[src/uled_pkg.sv]
// shared constants and types for the status indicator block
package uled_pkg;

  // clock rate and pattern durations in their own units
  localparam int CLK_KHZ       = 50000;
  localparam int SLOW_HALF_MS  = 500;
  localparam int DBL_STEP_MS   = 100;
  localparam int FLICK_MS      = 40;

  // derived cycle counts (longest times, rounded down, at least one)
  localparam int SLOW_HALF_CYC = (SLOW_HALF_MS * CLK_KHZ < 1) ? 1 :
                                 SLOW_HALF_MS * CLK_KHZ;
  localparam int DBL_STEP_CYC  = (DBL_STEP_MS * CLK_KHZ < 1) ? 1 :
                                 DBL_STEP_MS * CLK_KHZ;
  localparam int FLICK_CYC     = (FLICK_MS * CLK_KHZ < 1) ? 1 :
                                 FLICK_MS * CLK_KHZ;

  // double blink: on, off, on, then dark for the rest of the frame
  localparam logic [7:0] DBL_PATTERN = 8'h05;
  localparam int         DBL_STEPS   = 8;

  // register byte addresses
  localparam logic [11:0] ADDR_CTRL = 12'h000;
  localparam logic [11:0] ADDR_STAT = 12'h004;

  // control register fields
  localparam int CTRL_APP_RED    = 0;
  localparam int CTRL_APP_YELLOW = 1;
  localparam logic [31:0] CTRL_RESET = 32'h0000_0000;
  localparam logic [31:0] CTRL_MASK  = 32'h0000_0003;

  // status register fields
  localparam int STAT_BOOT    = 0;
  localparam int STAT_DRV_OK  = 1;
  localparam int STAT_GREEN   = 2;
  localparam int STAT_RED     = 3;
  localparam int STAT_YELLOW  = 4;
  localparam int STAT_RED_IN  = 5;
  localparam int STAT_YEL_IN  = 6;

  // indicator levels travel together
  typedef struct packed {
    logic green;
    logic red;
    logic yellow;
  } uled_led_t;

  // phase of the start-up mode capture
  typedef enum logic [1:0] {
    ULED_ST_RESET,
    ULED_ST_CAPTURE,
    ULED_ST_RUN
  } uled_state_t;

endpackage

[src/uled_top.sv]
// status indicator controller with apb register access
//
// Summary of operation
// - bootloader on usb: green blinks slowly once connected to the host
// - bootloader: slow blink until drivers confirmed, then double blink
// - usb suspend turns green fully off in either mode
// - app mode: slow blink after connect, steady on once drivers confirmed
// - bootloader: red lit with no stored application, dark otherwise
// - shipped without application, red is lit at first power-up
// - no stored application at power-up means bootloader mode
// - red line driven high while red lit, else left pulled low
// - bootloader: yellow steady on, brief flicker per host command
// - bootloader: yellow flickers continuously while programming is in progress
// - yellow line driven high while yellow lit, else left pulled low
//
// The register offsets and the APB slave port were decided locally.
`timescale 1ns/1ps
module uled_top
  import uled_pkg::*;
#(
  parameter int SLOW_HALF = SLOW_HALF_CYC,
  parameter int DBL_STEP  = DBL_STEP_CYC,
  parameter int FLICK     = FLICK_CYC
) (
  // clock and reset
  input  wire logic        mclk,
  input  wire logic        rstn,
  // apb slave
  input  wire logic        psel,
  input  wire logic        penable,
  input  wire logic        pwrite,
  input  wire logic [11:0] paddr,
  input  wire logic [31:0] pwdata,
  output logic      [31:0] prdata,
  output logic             pready,
  output logic             pslverr,
  // status from usb engine and flash logic
  input  wire logic        usbConnected,
  input  wire logic        usbSuspend,
  input  wire logic        driversConfirmed,
  input  wire logic        hostCommand,
  input  wire logic        programBusy,
  input  wire logic        appPresent,
  // indicators
  output logic             greenLed,
  input  wire logic        redIndicatorLineIn,
  output logic             redIndicatorLineOut,
  output logic             redIndicatorLineOe,
  input  wire logic        yellowIndicatorLineIn,
  output logic             yellowIndicatorLineOut,
  output logic             yellowIndicatorLineOe
);

  // refuse periods the counters cannot serve
  if (SLOW_HALF < 1 || DBL_STEP < 1 || FLICK < 2) begin : g_chk
    $error("uled_top: pattern periods too short");
  end

  localparam int FW = $clog2(FLICK + 1);

  uled_state_t   state_r;
  logic          bootMode_r;
  logic          drvOk_r;
  logic [31:0]   ctrl_r;
  logic [FW-1:0] flickLeft_r;
  uled_led_t     led_r;
  uled_led_t     led_nxt;
  logic [31:0]   prdata_r;
  logic          pready_r;
  logic          pslverr_r;
  logic [2:0]    redSync_r;
  logic [2:0]    yelSync_r;
  logic          redIn_r;
  logic          yelIn_r;
  logic          slowBlink;
  logic          doubleBlink;
  logic          flickWave;

  // blink waveforms
  uled_pattern_gen #(
    .SLOW_HALF (SLOW_HALF),
    .DBL_STEP  (DBL_STEP),
    .FLICK     (FLICK)
  ) u_pattern (
    .mclk        (mclk),
    .rstn        (rstn),
    .slowBlink   (slowBlink),
    .doubleBlink (doubleBlink),
    .flickWave   (flickWave)
  );

  // start-up mode capture after reset release
  always_ff @(posedge mclk or negedge rstn) begin
    if (!rstn) begin
      state_r    <= ULED_ST_RESET;
      bootMode_r <= 1'b1;
    end else begin
      case (state_r)
        ULED_ST_RESET:   state_r <= ULED_ST_CAPTURE;
        ULED_ST_CAPTURE: begin
          bootMode_r <= ~appPresent;
          state_r    <= ULED_ST_RUN;
        end
        ULED_ST_RUN:     state_r <= ULED_ST_RUN;
        default:         state_r <= ULED_ST_RESET;
      endcase
    end
  end

  // driver confirmation flag, cleared on disconnect, set wins
  always_ff @(posedge mclk or negedge rstn) begin
    if (!rstn) begin
      drvOk_r <= 1'b0;
    end else if (driversConfirmed) begin
      drvOk_r <= 1'b1;
    end else if (!usbConnected) begin
      drvOk_r <= 1'b0;
    end
  end

  // brief dark pulse after each host command
  always_ff @(posedge mclk or negedge rstn) begin
    if (!rstn) begin
      flickLeft_r <= '0;
    end else if (hostCommand) begin
      flickLeft_r <= FW'(FLICK);
    end else if (flickLeft_r != '0) begin
      flickLeft_r <= flickLeft_r - 1'b1;
    end
  end

  // green selection
  wire greenActive = usbConnected & ~usbSuspend;
  wire greenBoot   = drvOk_r ? doubleBlink : slowBlink;
  wire greenApp    = drvOk_r ? 1'b1 : slowBlink;
  wire greenSel    = greenActive & (bootMode_r ? greenBoot : greenApp);

  // red selection
  wire redBoot = ~appPresent;
  wire redSel  = bootMode_r ? redBoot : ctrl_r[CTRL_APP_RED];

  // yellow selection
  wire yelCmd  = (flickLeft_r == '0);
  wire yelBoot = programBusy ? flickWave : yelCmd;
  wire yelSel  = bootMode_r ? yelBoot : ctrl_r[CTRL_APP_YELLOW];

  always_comb begin
    led_nxt        = '0;
    led_nxt.green  = greenSel;
    led_nxt.red    = redSel;
    led_nxt.yellow = yelSel;
  end

  // indicator and line flops
  always_ff @(posedge mclk or negedge rstn) begin
    if (!rstn) begin
      led_r <= '0;
    end else begin
      led_r <= led_nxt;
    end
  end

  // indicator line pins: drive high when lit, release otherwise
  assign greenLed               = led_r.green;
  assign redIndicatorLineOut    = led_r.red;
  assign redIndicatorLineOe     = led_r.red;
  assign yellowIndicatorLineOut = led_r.yellow;
  assign yellowIndicatorLineOe  = led_r.yellow;

  // pin level readback, three-stage with agreement
  always_ff @(posedge mclk or negedge rstn) begin
    if (!rstn) begin
      redSync_r <= '0;
      yelSync_r <= '0;
      redIn_r   <= 1'b0;
      yelIn_r   <= 1'b0;
    end else begin
      redSync_r <= {redSync_r[1:0], redIndicatorLineIn};
      yelSync_r <= {yelSync_r[1:0], yellowIndicatorLineIn};
      if (redSync_r[1] == redSync_r[2]) redIn_r <= redSync_r[2];
      if (yelSync_r[1] == yelSync_r[2]) yelIn_r <= yelSync_r[2];
    end
  end

  // apb decode
  wire apbAccess = psel & penable & ~pready_r;
  wire hitCtrl   = (paddr == ADDR_CTRL);
  wire hitStat   = (paddr == ADDR_STAT);
  wire mapped    = hitCtrl | hitStat;
  wire doWrite   = psel & penable & pready_r & pwrite & hitCtrl;

  // status word
  logic [31:0] statWord;
  always_comb begin
    statWord              = '0;
    statWord[STAT_BOOT]   = bootMode_r;
    statWord[STAT_DRV_OK] = drvOk_r;
    statWord[STAT_GREEN]  = led_r.green;
    statWord[STAT_RED]    = led_r.red;
    statWord[STAT_YELLOW] = led_r.yellow;
    statWord[STAT_RED_IN] = redIn_r;
    statWord[STAT_YEL_IN] = yelIn_r;
  end

  wire [31:0] readWord = hitCtrl ? ctrl_r : (hitStat ? statWord : '0);

  // apb one-wait-state answer
  always_ff @(posedge mclk or negedge rstn) begin
    if (!rstn) begin
      pready_r  <= 1'b0;
      pslverr_r <= 1'b0;
      prdata_r  <= '0;
    end else begin
      pready_r  <= apbAccess;
      pslverr_r <= apbAccess & ~mapped;
      if (apbAccess && !pwrite) prdata_r <= readWord;
    end
  end

  // control register
  always_ff @(posedge mclk or negedge rstn) begin
    if (!rstn) begin
      ctrl_r <= CTRL_RESET;
    end else if (doWrite) begin
      ctrl_r <= pwdata & CTRL_MASK;
    end
  end

  assign prdata  = prdata_r;
  assign pready  = pready_r;
  assign pslverr = pslverr_r;

  // suspend or no usb keeps green dark
  property p_green_off;
    @(posedge mclk) disable iff (!rstn)
      (!usbConnected || usbSuspend) |=> !greenLed;
  endproperty
  a_green_off: assert property (p_green_off)
    else $error("green lit during suspend or detach");

  // bootloader without confirmation follows slow blink
  property p_boot_slow;
    @(posedge mclk) disable iff (!rstn)
      (bootMode_r && greenActive && !drvOk_r) |=> greenLed == $past(slowBlink);
  endproperty
  a_boot_slow: assert property (p_boot_slow)
    else $error("boot green not slow blinking");

  // bootloader after confirmation follows double blink
  property p_boot_dbl;
    @(posedge mclk) disable iff (!rstn)
      (bootMode_r && greenActive && drvOk_r) |=>
        greenLed == $past(doubleBlink);
  endproperty
  a_boot_dbl: assert property (p_boot_dbl)
    else $error("boot green not double blinking");

  // app mode after confirmation is steady on
  property p_app_steady;
    @(posedge mclk) disable iff (!rstn)
      (!bootMode_r && greenActive && drvOk_r) |=> greenLed;
  endproperty
  a_app_steady: assert property (p_app_steady)
    else $error("app green not steady after confirmation");

  // red in bootloader mirrors missing application
  property p_red_boot;
    @(posedge mclk) disable iff (!rstn)
      bootMode_r |=> redIndicatorLineOut == !$past(appPresent);
  endproperty
  a_red_boot: assert property (p_red_boot)
    else $error("red does not reflect application presence");

  // capture picks bootloader exactly when no application is stored
  property p_boot_capture;
    @(posedge mclk) disable iff (!rstn)
      (state_r == ULED_ST_CAPTURE) |=> bootMode_r == !$past(appPresent);
  endproperty
  a_boot_capture: assert property (p_boot_capture)
    else $error("no application but bootloader not entered");

  // app mode: red line follows its control bit, driven only while lit
  property p_red_line;
    @(posedge mclk) disable iff (!rstn)
      !bootMode_r |=> redIndicatorLineOut == $past(ctrl_r[CTRL_APP_RED]) &&
        redIndicatorLineOe == redIndicatorLineOut;
  endproperty
  a_red_line: assert property (p_red_line)
    else $error("red line drive mismatch");

  // host command makes yellow dark shortly, then lit again
  property p_yel_flicker;
    @(posedge mclk) disable iff (!rstn)
      (bootMode_r && !programBusy && hostCommand) ##1
        (bootMode_r && !programBusy && !hostCommand) |=>
        !yellowIndicatorLineOut;
  endproperty
  a_yel_flicker: assert property (p_yel_flicker)
    else $error("no yellow flicker after host command");

  // programming follows the flicker wave
  property p_yel_prog;
    @(posedge mclk) disable iff (!rstn)
      (bootMode_r && programBusy) |=>
        yellowIndicatorLineOut == $past(flickWave);
  endproperty
  a_yel_prog: assert property (p_yel_prog)
    else $error("yellow not flickering while programming");

  // bootloader yellow with no pending flicker is lit and driven high
  property p_yel_line;
    @(posedge mclk) disable iff (!rstn)
      (bootMode_r && !programBusy && flickLeft_r == '0) |=>
        yellowIndicatorLineOut && yellowIndicatorLineOe;
  endproperty
  a_yel_line: assert property (p_yel_line)
    else $error("yellow line drive mismatch");

  // flicker pulse length follows the parameter
  property p_flick_len;
    @(posedge mclk) disable iff (!rstn)
      hostCommand |=> flickLeft_r == FW'(FLICK);
  endproperty
  a_flick_len: assert property (p_flick_len)
    else $error("flicker length not loaded");

endmodule

[src/uled_pattern_gen.sv]
// free-running blink waveforms for the indicators
`timescale 1ns/1ps
module uled_pattern_gen
  import uled_pkg::*;
#(
  parameter int SLOW_HALF = SLOW_HALF_CYC,
  parameter int DBL_STEP  = DBL_STEP_CYC,
  parameter int FLICK     = FLICK_CYC
) (
  // clock and reset
  input  wire logic mclk,
  input  wire logic rstn,
  // waveforms
  output logic      slowBlink,
  output logic      doubleBlink,
  output logic      flickWave
);

  // counter widths follow the periods
  localparam int SW = $clog2(SLOW_HALF + 1);
  localparam int DW = $clog2(DBL_STEP + 1);
  localparam int FW = $clog2(FLICK + 1);

  logic [SW-1:0] slowCnt_r;
  logic [DW-1:0] dblCnt_r;
  logic [FW-1:0] flickCnt_r;
  logic [2:0]    dblStep_r;
  logic          slow_r;
  logic          flick_r;

  // terminal counts
  wire slowEnd  = (slowCnt_r == SW'(SLOW_HALF - 1));
  wire dblEnd   = (dblCnt_r == DW'(DBL_STEP - 1));
  wire flickEnd = (flickCnt_r == FW'(FLICK - 1));

  // slow blink and flicker square waves
  always_ff @(posedge mclk or negedge rstn) begin
    if (!rstn) begin
      slowCnt_r  <= '0;
      flickCnt_r <= '0;
      slow_r     <= 1'b1;
      flick_r    <= 1'b1;
    end else begin
      slowCnt_r  <= slowEnd ? '0 : slowCnt_r + 1'b1;
      flickCnt_r <= flickEnd ? '0 : flickCnt_r + 1'b1;
      if (slowEnd) slow_r <= ~slow_r;
      if (flickEnd) flick_r <= ~flick_r;
    end
  end

  // double blink step sequencer
  always_ff @(posedge mclk or negedge rstn) begin
    if (!rstn) begin
      dblCnt_r  <= '0;
      dblStep_r <= '0;
    end else begin
      dblCnt_r <= dblEnd ? '0 : dblCnt_r + 1'b1;
      if (dblEnd) dblStep_r <= dblStep_r + 1'b1;
    end
  end

  assign slowBlink   = slow_r;
  assign doubleBlink = DBL_PATTERN[dblStep_r];
  assign flickWave   = flick_r;

endmodule

[config.mk]
export PLATFORM = sky130hd
export DESIGN_NAME = uled_top
export DESIGN_NICKNAME = d
export VERILOG_FILES = /design/src/uled_pkg.sv /design/src/uled_top.sv /design/src/uled_pattern_gen.sv
export SDC_FILE = /design/constraint.sdc
export NUM_CORES = 1
export LEC_CHECK = 0
export ABC_AREA = 1
export BUFFER_PORTS_ARGS = -buffer_cell sky130_fd_sc_hd__buf_2
export CAP_MARGIN = 5
export CORE_MARGIN = 8
export CORE_UTILIZATION = 55
export CTS_CLUSTER_SIZE = 28
export DETAILED_ROUTE_END_ITERATION = 10
export PLACE_DENSITY = 0.85
export SYNTH_ARGS = -nofsm -noshare
export SYNTH_HDL_FRONTEND = slang
export SYNTH_SLANG_ARGS = --single-unit
[constraint.sdc]
create_clock -name mclk -period 4.4 [get_ports mclk]
set_clock_uncertainty 0.15 [all_clocks]
set_input_delay 0.22 -clock mclk [delete_from_list [all_inputs] [get_ports mclk]]
set_output_delay 0.22 -clock mclk [all_outputs]
set_load 0.01 [all_outputs]
After elaboration in Yosys (flattened, before gate mapping)
Memory sizes are Yosys's and may differ from the RTL's.
Cells that the tools add are included.

word-level totals
  bits in registers = 146
  bits in latches = 0
  bits in writable memories = 0
  memory bits (read-only) = 8
  bits of input ports = 57
  output and inout bits = 39
  word-level logic and storage cells = 77
  memories = 1

memories
  memory            depth  bits a word  read ports  clocked after memory_dff  wr ports  line                    text
  (name not given)  8      1            1           0                         0         uled_pattern_gen.sv:63  assign doubleBlink = DBL_PATTERN[dblStep_r];

cells by class
  add/sub/neg operators = 5
  multiply operators = 0
  div/mod/pow operators = 0
  magnitude comparators = 1
  equal/unequal tests = 9
  shift-type cells = 0
  mux-type cells = 17
  bitwise logic cells = 15
  reductions and logical operators = 8

operator list
  cell                   number
  $mux 21                3
  $add 25x1->25 const B  1
  $eq 25x25->1 const B   1
  $mux 25                1
  $add 23x1->23 const B  1
  $eq 23x23->1 const B   1
  $mux 23                1
  $add 21x1->21 const B  1
  $eq 21x21->1 const B   1
  $logic_not 21->1       1
  $reduce_bool 21->1     1
  $sub 21x1->21 const B  1
  $mux 7                 2
  $eq 12x3->1 const B    1
  $logic_not 12->1       1
  $mux 1                 9
  $and 1x1->1            8
  $not 1->1              6
  $lt 3x4->1 const B     1
  $pmux 2 s2             1
  $add 3x1->3 const B    1
  $eq 1x1->1             2
  $eq 2x1->1 const B     1
  $eq 2x2->1 const B     1
  7 further kinds        7

Longest topological paths before layout
Gate-level depths: netlist of run 1.

  depth in word-level cells = 5
  depth in mapped cells = 9
  gate-level depth less buffers = 9

Modules after synthesis
Synthesis of run 1 repeated with hierarchy kept, for this count alone.

unflattened totals
  cells, all modules = 940
  area, all modules = 7073.0 µm²

by module, submodules not included
  module            times used  cells each  area an instance (µm²)  sequential area each (µm²)
  uled_pattern_gen  1           598         4335.4                  1854.3
  uled_top          1           342         2737.6                  1177.4

Least setup slack after synthesis of run 1
No wires, ideal clock.

  kind = register -> register
  start = register flickLeft_r[0]
  end = register flickLeft_r[20]
  setup time = 0.121 ns
  arrival = 1.300 ns
  required time = 4.129 ns
  slack = 2.829 ns
  stages on the path, launching flop included = 10
  path buffers = 0
  period minus slack after synthesis = 1.571 ns
  cell sequence = dfrtp_1 -> inv_1 -> ha_1 -> nand2_1 -> nor2_1 -> nand3_1 -> nand2_1 -> nand2_1 -> nand2_1 -> nand2_1

between the ends
  cells in the longest elaborated chain, start to end = 3
  elaborated cells between the ends (all ways) = 5
  classes of those cells = 1 x add/sub; 2 x mux; 2 x reduce/logical

ends and longest elaborated chain
  item                      line             text
  start: declaration        uled_top.sv:65   logic [FW-1:0] flickLeft_r;
  start signal: assignment  uled_top.sv:126  flickLeft_r <= FW'(FLICK);
  start signal: assignment  uled_top.sv:128  flickLeft_r <= flickLeft_r - 1'b1;
  $sub 21x1->21             uled_top.sv:128
  $mux 21                   uled_top.sv:127  end else if (flickLeft_r != '0) begin
  $mux 21                   uled_top.sv:125  end else if (hostCommand) begin

Parallel ways exist; a longest one is shown, timed or not. The select of a mux whose other input is x is not followed.
A chain may end at the register's enable or synchronous reset.

Final worst setup path of run 1
  start = register u_pattern.dblCnt_r[0]
  end = register u_pattern.dblCnt_r[14]

between the ends
  cells in the longest elaborated chain, start to end = 2
  elaborated cells between the ends (all ways) = 3
  classes of those cells = 1 x add/sub; 1 x eq/ne; 1 x mux

ends and longest elaborated chain
  item                                                  line                                            text
  start: declaration                                    uled_pattern_gen.sv:25                          logic [DW-1:0] dblCnt_r;
  start signal: assignment                              uled_pattern_gen.sv:57                          dblCnt_r <= dblEnd ? '0 : dblCnt_r + 1'b1;
  $add 23x1->23 / $eq 23x23->1 (equally long branches)  uled_pattern_gen.sv:57, uled_pattern_gen.sv:33
  $mux 23 (*)                                           uled_pattern_gen.sv:57

Mark *: on every way between the ends. The rest lies on a longest branch, timed or not.

==> impl_results.md, run 1 <==
- Final Util: between 60% and 70%
- Fillers: approximately 1000
- Worst-skew pair later-pin latency: 420 ps
- Endpoints failing hold: 0
- Routability-driven placement congestion ratio: about 0.92
- H-Tree Level Count: 4
- Core area: approximately 0.012 mm²
- Maximum VDD drop: between 0.2 and 0.3 mV
- Leak: ~4.0 nW
- Unrepaired setup endpoints after global routing: no
- Post-cts hold buffer count: 14
- DR DRC count: 0
- Largest net degree at the start of global routing: 50
- Starting Density: a little under three fifths
- Antenna cell count: 0
- Routed len/inst: 12.6 µm
- Cts bufs inserted: 17
- Setup TNS: 0 ps
- Worst Path Arrival: 2180 ps
- DP HPWL: ~11 mm
- Ys Warns: 0
- CP Launch Point: u_pattern.dblCnt_r[0]
- Reg clk slew, reported paths: about 50 ps
- I/O Pins: 96
- Synth top area share: a little over two fifths
- Overflow left after global routing: 0
- Drt initial violations: around 600
- Number of max-cap violations: 0
- P&R area growth vs syn: 15.2%
- Share of cells above drive strength 1: 10.6%
- Top cells by area, synth: dfrtp_1 (43%), nand2_1 (14%), nor2_1 (10%)
- Rel. slew slack: 59.7%
- Worst Reg-to-Reg Cells: 6
- Cells after Synth: 959
- CP required: about 4600 ps
- Post-CTS Resized: 0
- Pwr per Cell Area: between 300 and 400 mW/mm²
- Mean post-synth cell area: 7.19 µm²
- Gr usage total: around 20%
- Clock buffer depth: 2
- Die Wd: 128 µm
- Synth Cell Area: 0.00690 mm²
- Fmax: 493 MHz
- Chip height: approximately 130 µm
- Vias in the first global route: 5752
- Final ANT Viol Nets: 0
- Final setup fails: 0
- Worst Tran Pin Value: between 600 and 700 ps
- Die area: 0.0164 mm²
- Initial antenna violation count: 0
- CP max FO: 11
- R2r setup slk: approximately 2400 ps
- Final WL: ~15 mm
- Final #Nets: roughly 1100
- Status: finished clean
- Hold_ws: roughly 34 ps
- Crit path to: u_pattern.dblCnt_r[14]
- Crit Path Class: reg -> reg
- CTS sink cnt: roughly 120
- FF+latch count, synth: ~120
- DRT Pass-1 Iters: 6
- Vias: about 6000
- Register area: 0.00303 mm²
- Core Rows: between 40 and 50
- Placement Setup Slack: between 2000 and 2500 ps
- First-pass GRT wire length: about 26 mm
- Port Buf Inserts: 40
- Vias/cell: approximately 5
- Post-DP Area: 0.00720 mm²
- Multi-input logic area: roughly 0.0032 mm²
- Fin worst setup slack: 2370 ps
- Ratio of final minimum period to clock period: between 40% and 50%
- Worst r2r src: u_pattern.dblCnt_r[0]
- Register area share after synthesis: a little over two fifths
- Synth area leader: dfrtp_1
- Worst r2r dst: u_pattern.dblCnt_r[14]
- Shortest period the worst path allows: between 2000 and 2500 ps
- Clock tree from TritonCTS: yes
- Fin area: roughly 0.0079 mm²
- CP Launch Type: flop
- Hold Crit Class: in -> reg
- Setup Buffers After CTS: 0
- Critical Path End Type: flop
- Clock root buffer: clkbuf_16
- Netlist cell types: 34
- Max-slew violations: 0
## cell type report
type / count / area share [%]
multi-input cells: 687 / 40.0
inverters: 146 / 6.96
well taps: 172 / 2.71
flip-flops and latches: 121 / 38.2
clock inverters: 8 / 1.48
clock buffers: 23 / 6.14
repair buffers: 56 / 4.50
## worst max-delay path, stage by stage (launching register included)
cell	delay, ps
dfrtp_1	350
ha_1	240
nand3_2	180
nor3_1	170
nand3_1	430
inv_1	300
nor2_1	80
## cells in the final DEF (no fill, tap or decap), types with 4 or more instances in the layout
cell             n
a21oi_1         10
buf_2           39
clkbuf_16       17
clkbuf_8         4
clkinv_2         4
conb_1          25
dfrtp_1        118
dlygate4sd3_1   14
ha_1             8
inv_1          141
nand2_1        258
nand2_2          5
nand3_1         78
nand3_2          4
nand4_1         17
nor2_1         184
nor2_2          11
nor2_4           6
nor3_1          17
o21ai_0         17
xnor2_1          9
xor2_1          24
## routing by layer
layer,vias up,global-route usage (%),share of wire [%]
met4,0,8.46,2.6
li1,3041,-,-
met3,33,5.95,6.3
met5,-,0,0
met1,2822,25.1,44
met2,190,31.8,47
## Yosys cell counts
master,instances
inv_1,141
or2_2,3
nand3b_1,1
nor2_1,184
ha_1,8
maj3_1,2
nand2_1,258
buf_4,27
and2_1,2
dfstp_2,3
clkinv_4,1
nand4_1,17
clkinv_1,1
a21oi_1,10
xnor2_1,9
nor2_2,11
buf_2,1
a21o_1,1
nor2_4,6
a31oi_1,1
buf_6,1
nand3_2,4
nand2_2,5
nand3_1,78
o22ai_1,1
nand2_4,1
xnor2_2,1
conb_1,1
o21ai_2,1
inv_2,3
o21ai_0,17
dfrtp_1,118
nor3_1,17
xor2_1,24
## flip-flops by register name (all words and copies together) (netlist names)
| signal | flops |
|---|---|
| yellowIndicatorLineOe | 1 |
| prdata | 7 |
| yelIn_r | 1 |
| u_pattern.slowCnt_r | 25 |
| greenLed | 1 |
| flickLeft_r | 21 |
| u_pattern.flickWave | 1 |
| ctrl_r | 2 |
| yelSync_r | 3 |
| u_pattern.slowBlink | 1 |
| redSync_r | 3 |
| redIn_r | 1 |
| u_pattern.dblCnt_r | 23 |
| u_pattern.flickCnt_r | 21 |
| bootMode_r | 1 |
| state_r | 2 |
| pslverr | 1 |
| pready | 1 |
| drvOk_r | 1 |
| u_pattern.dblStep_r | 3 |
| redIndicatorLineOe | 1 |
## report_power, final
group          internal, W  total [W]  switching [W]
registers          0.00114    0.00116      0.0000249
logic            0.0000609   0.000200       0.000139
clock network     0.000942    0.00142       0.000475
## cell families after synthesis
family,count (synthesis),share of synthesized area (%)
other,1,0.0544
flip-flops,121,44.0
XOR/XNOR,34,4.43
adder cells (fa/ha/maj),10,1.74
AND/OR/NAND/NOR,587,36.2
AO/OA/AOI/OAI,31,2.38
buffers and inverters,175,11.2
## metrics by stage
| step | instances | total power (W) |
|---|---|---|
| after floorplan | 983 | 0.00131 |
| after global placement | 1168 | 0.00136 |
| after detailed placement | 1168 | 0.00136 |
| after CTS | 1213 | 0.00280 |
| after global routing | 1213 | 0.00289 |
| final | 1213 | 0.00278 |
## worst min-delay path by stage
stage              from                       end  slack [ps]  cells after the start
2_1_floorplan      rstn                 ctrl_r[0]        -230                      0
3_3_place_gp       rstn  u_pattern.flickCnt_r[14]         130                      1
3_5_place_dp       rstn  u_pattern.flickCnt_r[14]         130                      1
4_1_cts          pwrite                 prdata[0]          20                      4
5_1_grt        paddr[2]                 prdata[5]          50                      3
6_report         pwrite                 prdata[0]          30                      4
Note: power is estimated with default switching activity, not from simulation.
==> run 2, diff against run 1 <==
Settings changed: CORE_UTILIZATION 55 to 52, PLACE_DENSITY 0.85 to 0.84.
Clock period 4.4 ns to 1.8 ns, I/O delays scaled along.
==> run 2 against run 1 <==
Power grew 140%. Worst setup slack lost 2300 ps. Core utilization down 1.9 points. Global-route usage down 1.6 points. Wire length is 1.1% higher. Critical path depth fell by 1. First-iteration DRC count shrank 11%. Worst hold slack got worse by 33 ps. Non-clock buffer count increased by 20. Flip-flop and latch count is the same. Final area rose by 2.3%. Critical path type unchanged. Largest cell class unchanged. Highest routed layer unchanged.
==> impl_results.md, run 2 (same netlist as run 1, synthesis figures left out) <==
- Die Wd: 131 µm (+2.5%)
- Fillers: 1089 (+6.3%)
- Crit Path Class: reg -> reg
- Worst-skew pair later-pin latency: 420 ps (about the same)
- Largest registers: u_pattern.slowCnt_r: 25 flops, u_pattern.dblCnt_r: 23 flops
- Total Power: 0.00666 W (+140%)
- Worst r2r src: u_pattern.slowCnt_r[2]
- Cts bufs inserted: 17 (unchanged)
- Core area: 0.0131 mm² (+5.4%)
- Setup TNS: 0 ps (unchanged)
- Hold Crit Class: in -> async
- Internal power: 0.00505 W (+140%)
- Vias in the first global route: 5745 (-0.12%)
- Crit-path slowest cell: dfrtp_1
- Final #Nets: 1114 (+1.8%)
- CP Launch Type: flop
- Overflow left after global routing: 0 (unchanged)
- DR DRC count: 0 (unchanged)
- Routed len/inst: 12.5 µm (-0.89%)
- Critical path buffers and inverters: 0 (-1)
- Starting Density: 52.7% (-2.8 points)
- R2r setup slk: 30 ps (-2340 ps)
- Most common cell after layout, fill and taps aside: nand2_1
- Worst Reg-to-Reg Cells: 5 (-1)
- Max-slew violations: 0 (unchanged)
- DP HPWL: 11.2 mm (+1.6%)
- Ratio of final minimum period to clock period: 98.4% (+52 points)
- Die area: 0.0172 mm² (+5.0%)
- CP max FO: 5 (-6)
- Fmax: 564 MHz (+15%)
- Chip height: 131 µm (+2.5%)
- Initial antenna violation count: 0 (unchanged)
- Reg clk slew, reported paths: 60 ps (about the same)
- Clock tree from TritonCTS: yes
- Largest register by flop count: u_pattern.slowCnt_r
- Largest register FFs: 25 (unchanged)
- CP required: 1950 ps (-2600 ps)
- Gr usage total: 18.5% (-1.6 points)
- Cell family with most CP delay: simple AND/OR/NAND/NOR gates
- Endpoints failing hold: 0 (unchanged)
- P&R area growth vs syn: 17.8%
- Worst r2r dst: u_pattern.slowCnt_r[19]
- DRT Pass-1 Iters: 6 (unchanged)
- Core Rows: 42 (+2.4%)
- Status: finished clean
- Shortest period the worst path allows: 1770 ps (-257 ps)
- Crit path cell chain: nand3_1 > nor2_1 > nand4_1 > o21ai_0 > nor2_1
- Most frequent cells in the layout: nand2_1 (258), nor2_1 (181), inv_1 (140)
- Final setup fails: 0 (unchanged)
- Switching Power: 0.00161 W (+150%)
- Largest net degree at the start of global routing: 47 (-6.0%)
- Leak: 4.08 nW (+2.1%)
- Clock buffer depth: 2 (unchanged)
- Antenna cell count: 0 (unchanged)
- Worst Path Arrival: 1920 ps (-260 ps)
- Logic pwr share: 7.6% (+0.4 points)
- Vias: 6179 (+1.5%)
- Clock Power Share: 49.7% (-1.3 points)
- Vias/cell: 4.99 (-0.52%)
- I/O Pins: 96 (unchanged)
- Largest stage delay, worst path: 460 ps (+30 ps)
- Sequential Power Share: 42.7% (+0.9 points)
- Routability-driven placement congestion ratio: 0.954 (+3.6%)
- First-pass GRT wire length: 26.5 mm (+0.89%)
- Clock root buffer: clkbuf_16
- Pwr per Cell Area: 819 mW/mm² (+130%)
- Final ANT Viol Nets: 0 (unchanged)
- Port Buf Inserts: 40 (unchanged)
- Final Util: 62.1% (-1.9 points)
- CTS sink cnt: 121 (unchanged)
- H-Tree Level Count: 4 (unchanged)
- Share of cells above drive strength 1: 12.4% (+1.9 points)
- Drt initial violations: 532 (-11%)
- Critical Path End Type: flop
- Maximum VDD drop: 0.777 mV (+200%)
- Most used cell, CP: nor2_1
- Number of max-cap violations: 0 (unchanged)
- Final WL: 15.5 mm (+1.1%)
- Sw Share: 24.2% (+1.2 points)
## run 2: cell types whose count changed in the layout (fill, tap and decap cells not counted), moves of 2 or more
cell	before	now
buf_4	3	18
nor2_1	184	181
dlygate4sd3_1	14	17
buf_12	0	2
clkbuf_1	2	4
clkbuf_8	4	2
nor2_2	11	13
## run 2: area by class of cell
type	count	area [µm²]	area share, %
clock buffer	23	468	5.76
clock inverter	9	100	1.23
inverter	146	553	6.81
multi-input combinational	687	3210	39.5
sequential	121	3030	37.3
tap	176	220	2.71
timing repair buffer	76	541	6.65
## run 2: power groups by stage
stage | registers (W) | logic (W) | clock network, W
6_report | 0.00284 | 0.000509 | 0.00331
5_1_grt | 0.00284 | 0.000579 | 0.00347
4_1_cts | 0.00284 | 0.000500 | 0.00334
3_5_place_dp | 0.00288 | 0.000473 | 0
3_3_place_gp | 0.00288 | 0.000462 | 0
2_1_floorplan | 0.00287 | 0.000326 | 0
## run 2: how the worst max path moves through the flow
stage,startpoint,endpoint,slack (ps),cells after the start
floorplan,flickLeft_r[0],flickLeft_r[20],230,9
global placement,u_pattern.slowCnt_r[0],u_pattern.slowCnt_r[12],120,8
detailed placement,u_pattern.slowCnt_r[0],u_pattern.slowCnt_r[12],80,8
CTS,bootMode_r,greenLed,60,4
global route,u_pattern.slowCnt_r[2],u_pattern.slowCnt_r[19],-10,5
finish,u_pattern.slowCnt_r[2],u_pattern.slowCnt_r[19],30,5
## run 2: per-layer routing
metal / vias to the layer above / global-route usage, % / share of wire, %
met4: 0 / 7.68 / 2.0
met2: 199 / 29.4 / 47
met1: 2874 / 23.2 / 44
li1: 3075 / - / -
met3: 31 / 5.22 / 7.0
met5: - / 0 / 0
## run 2: stage by stage
| stage | instance area, µm² | setup WS (ps) | instances | hold slack [ps] |
|---|---|---|---|---|
| after floorplan | 6990 | 229 | 983 | -356 |
| after global placement | 7350 | 120 | 1188 | -101 |
| after detailed placement | 7350 | 83.5 | 1188 | -98.6 |
| after CTS | 8090 | 56.1 | 1237 | 2.97 |
| after global routing | 8120 | -10.9 | 1238 | 38.3 |
| final | 8120 | 28.4 | 1238 | 0.905 |
## run 2: worst register-to-register path: stages, from the launching register on
cell and delay (ps):
dfrtp_1 460, nand3_1 110, nor2_1 360, nand4_1 240
o21ai_0 270, nor2_1 60
## run 2: timing repair
item | 4_1_cts | 5_1_grt
buffers inserted | 0 | 1
hold endpoints to repair | 137 | 0
gates resized for setup | 0 | 9
endpoints found under the setup margin | 0 | 24
hold buffers | 17 | 0
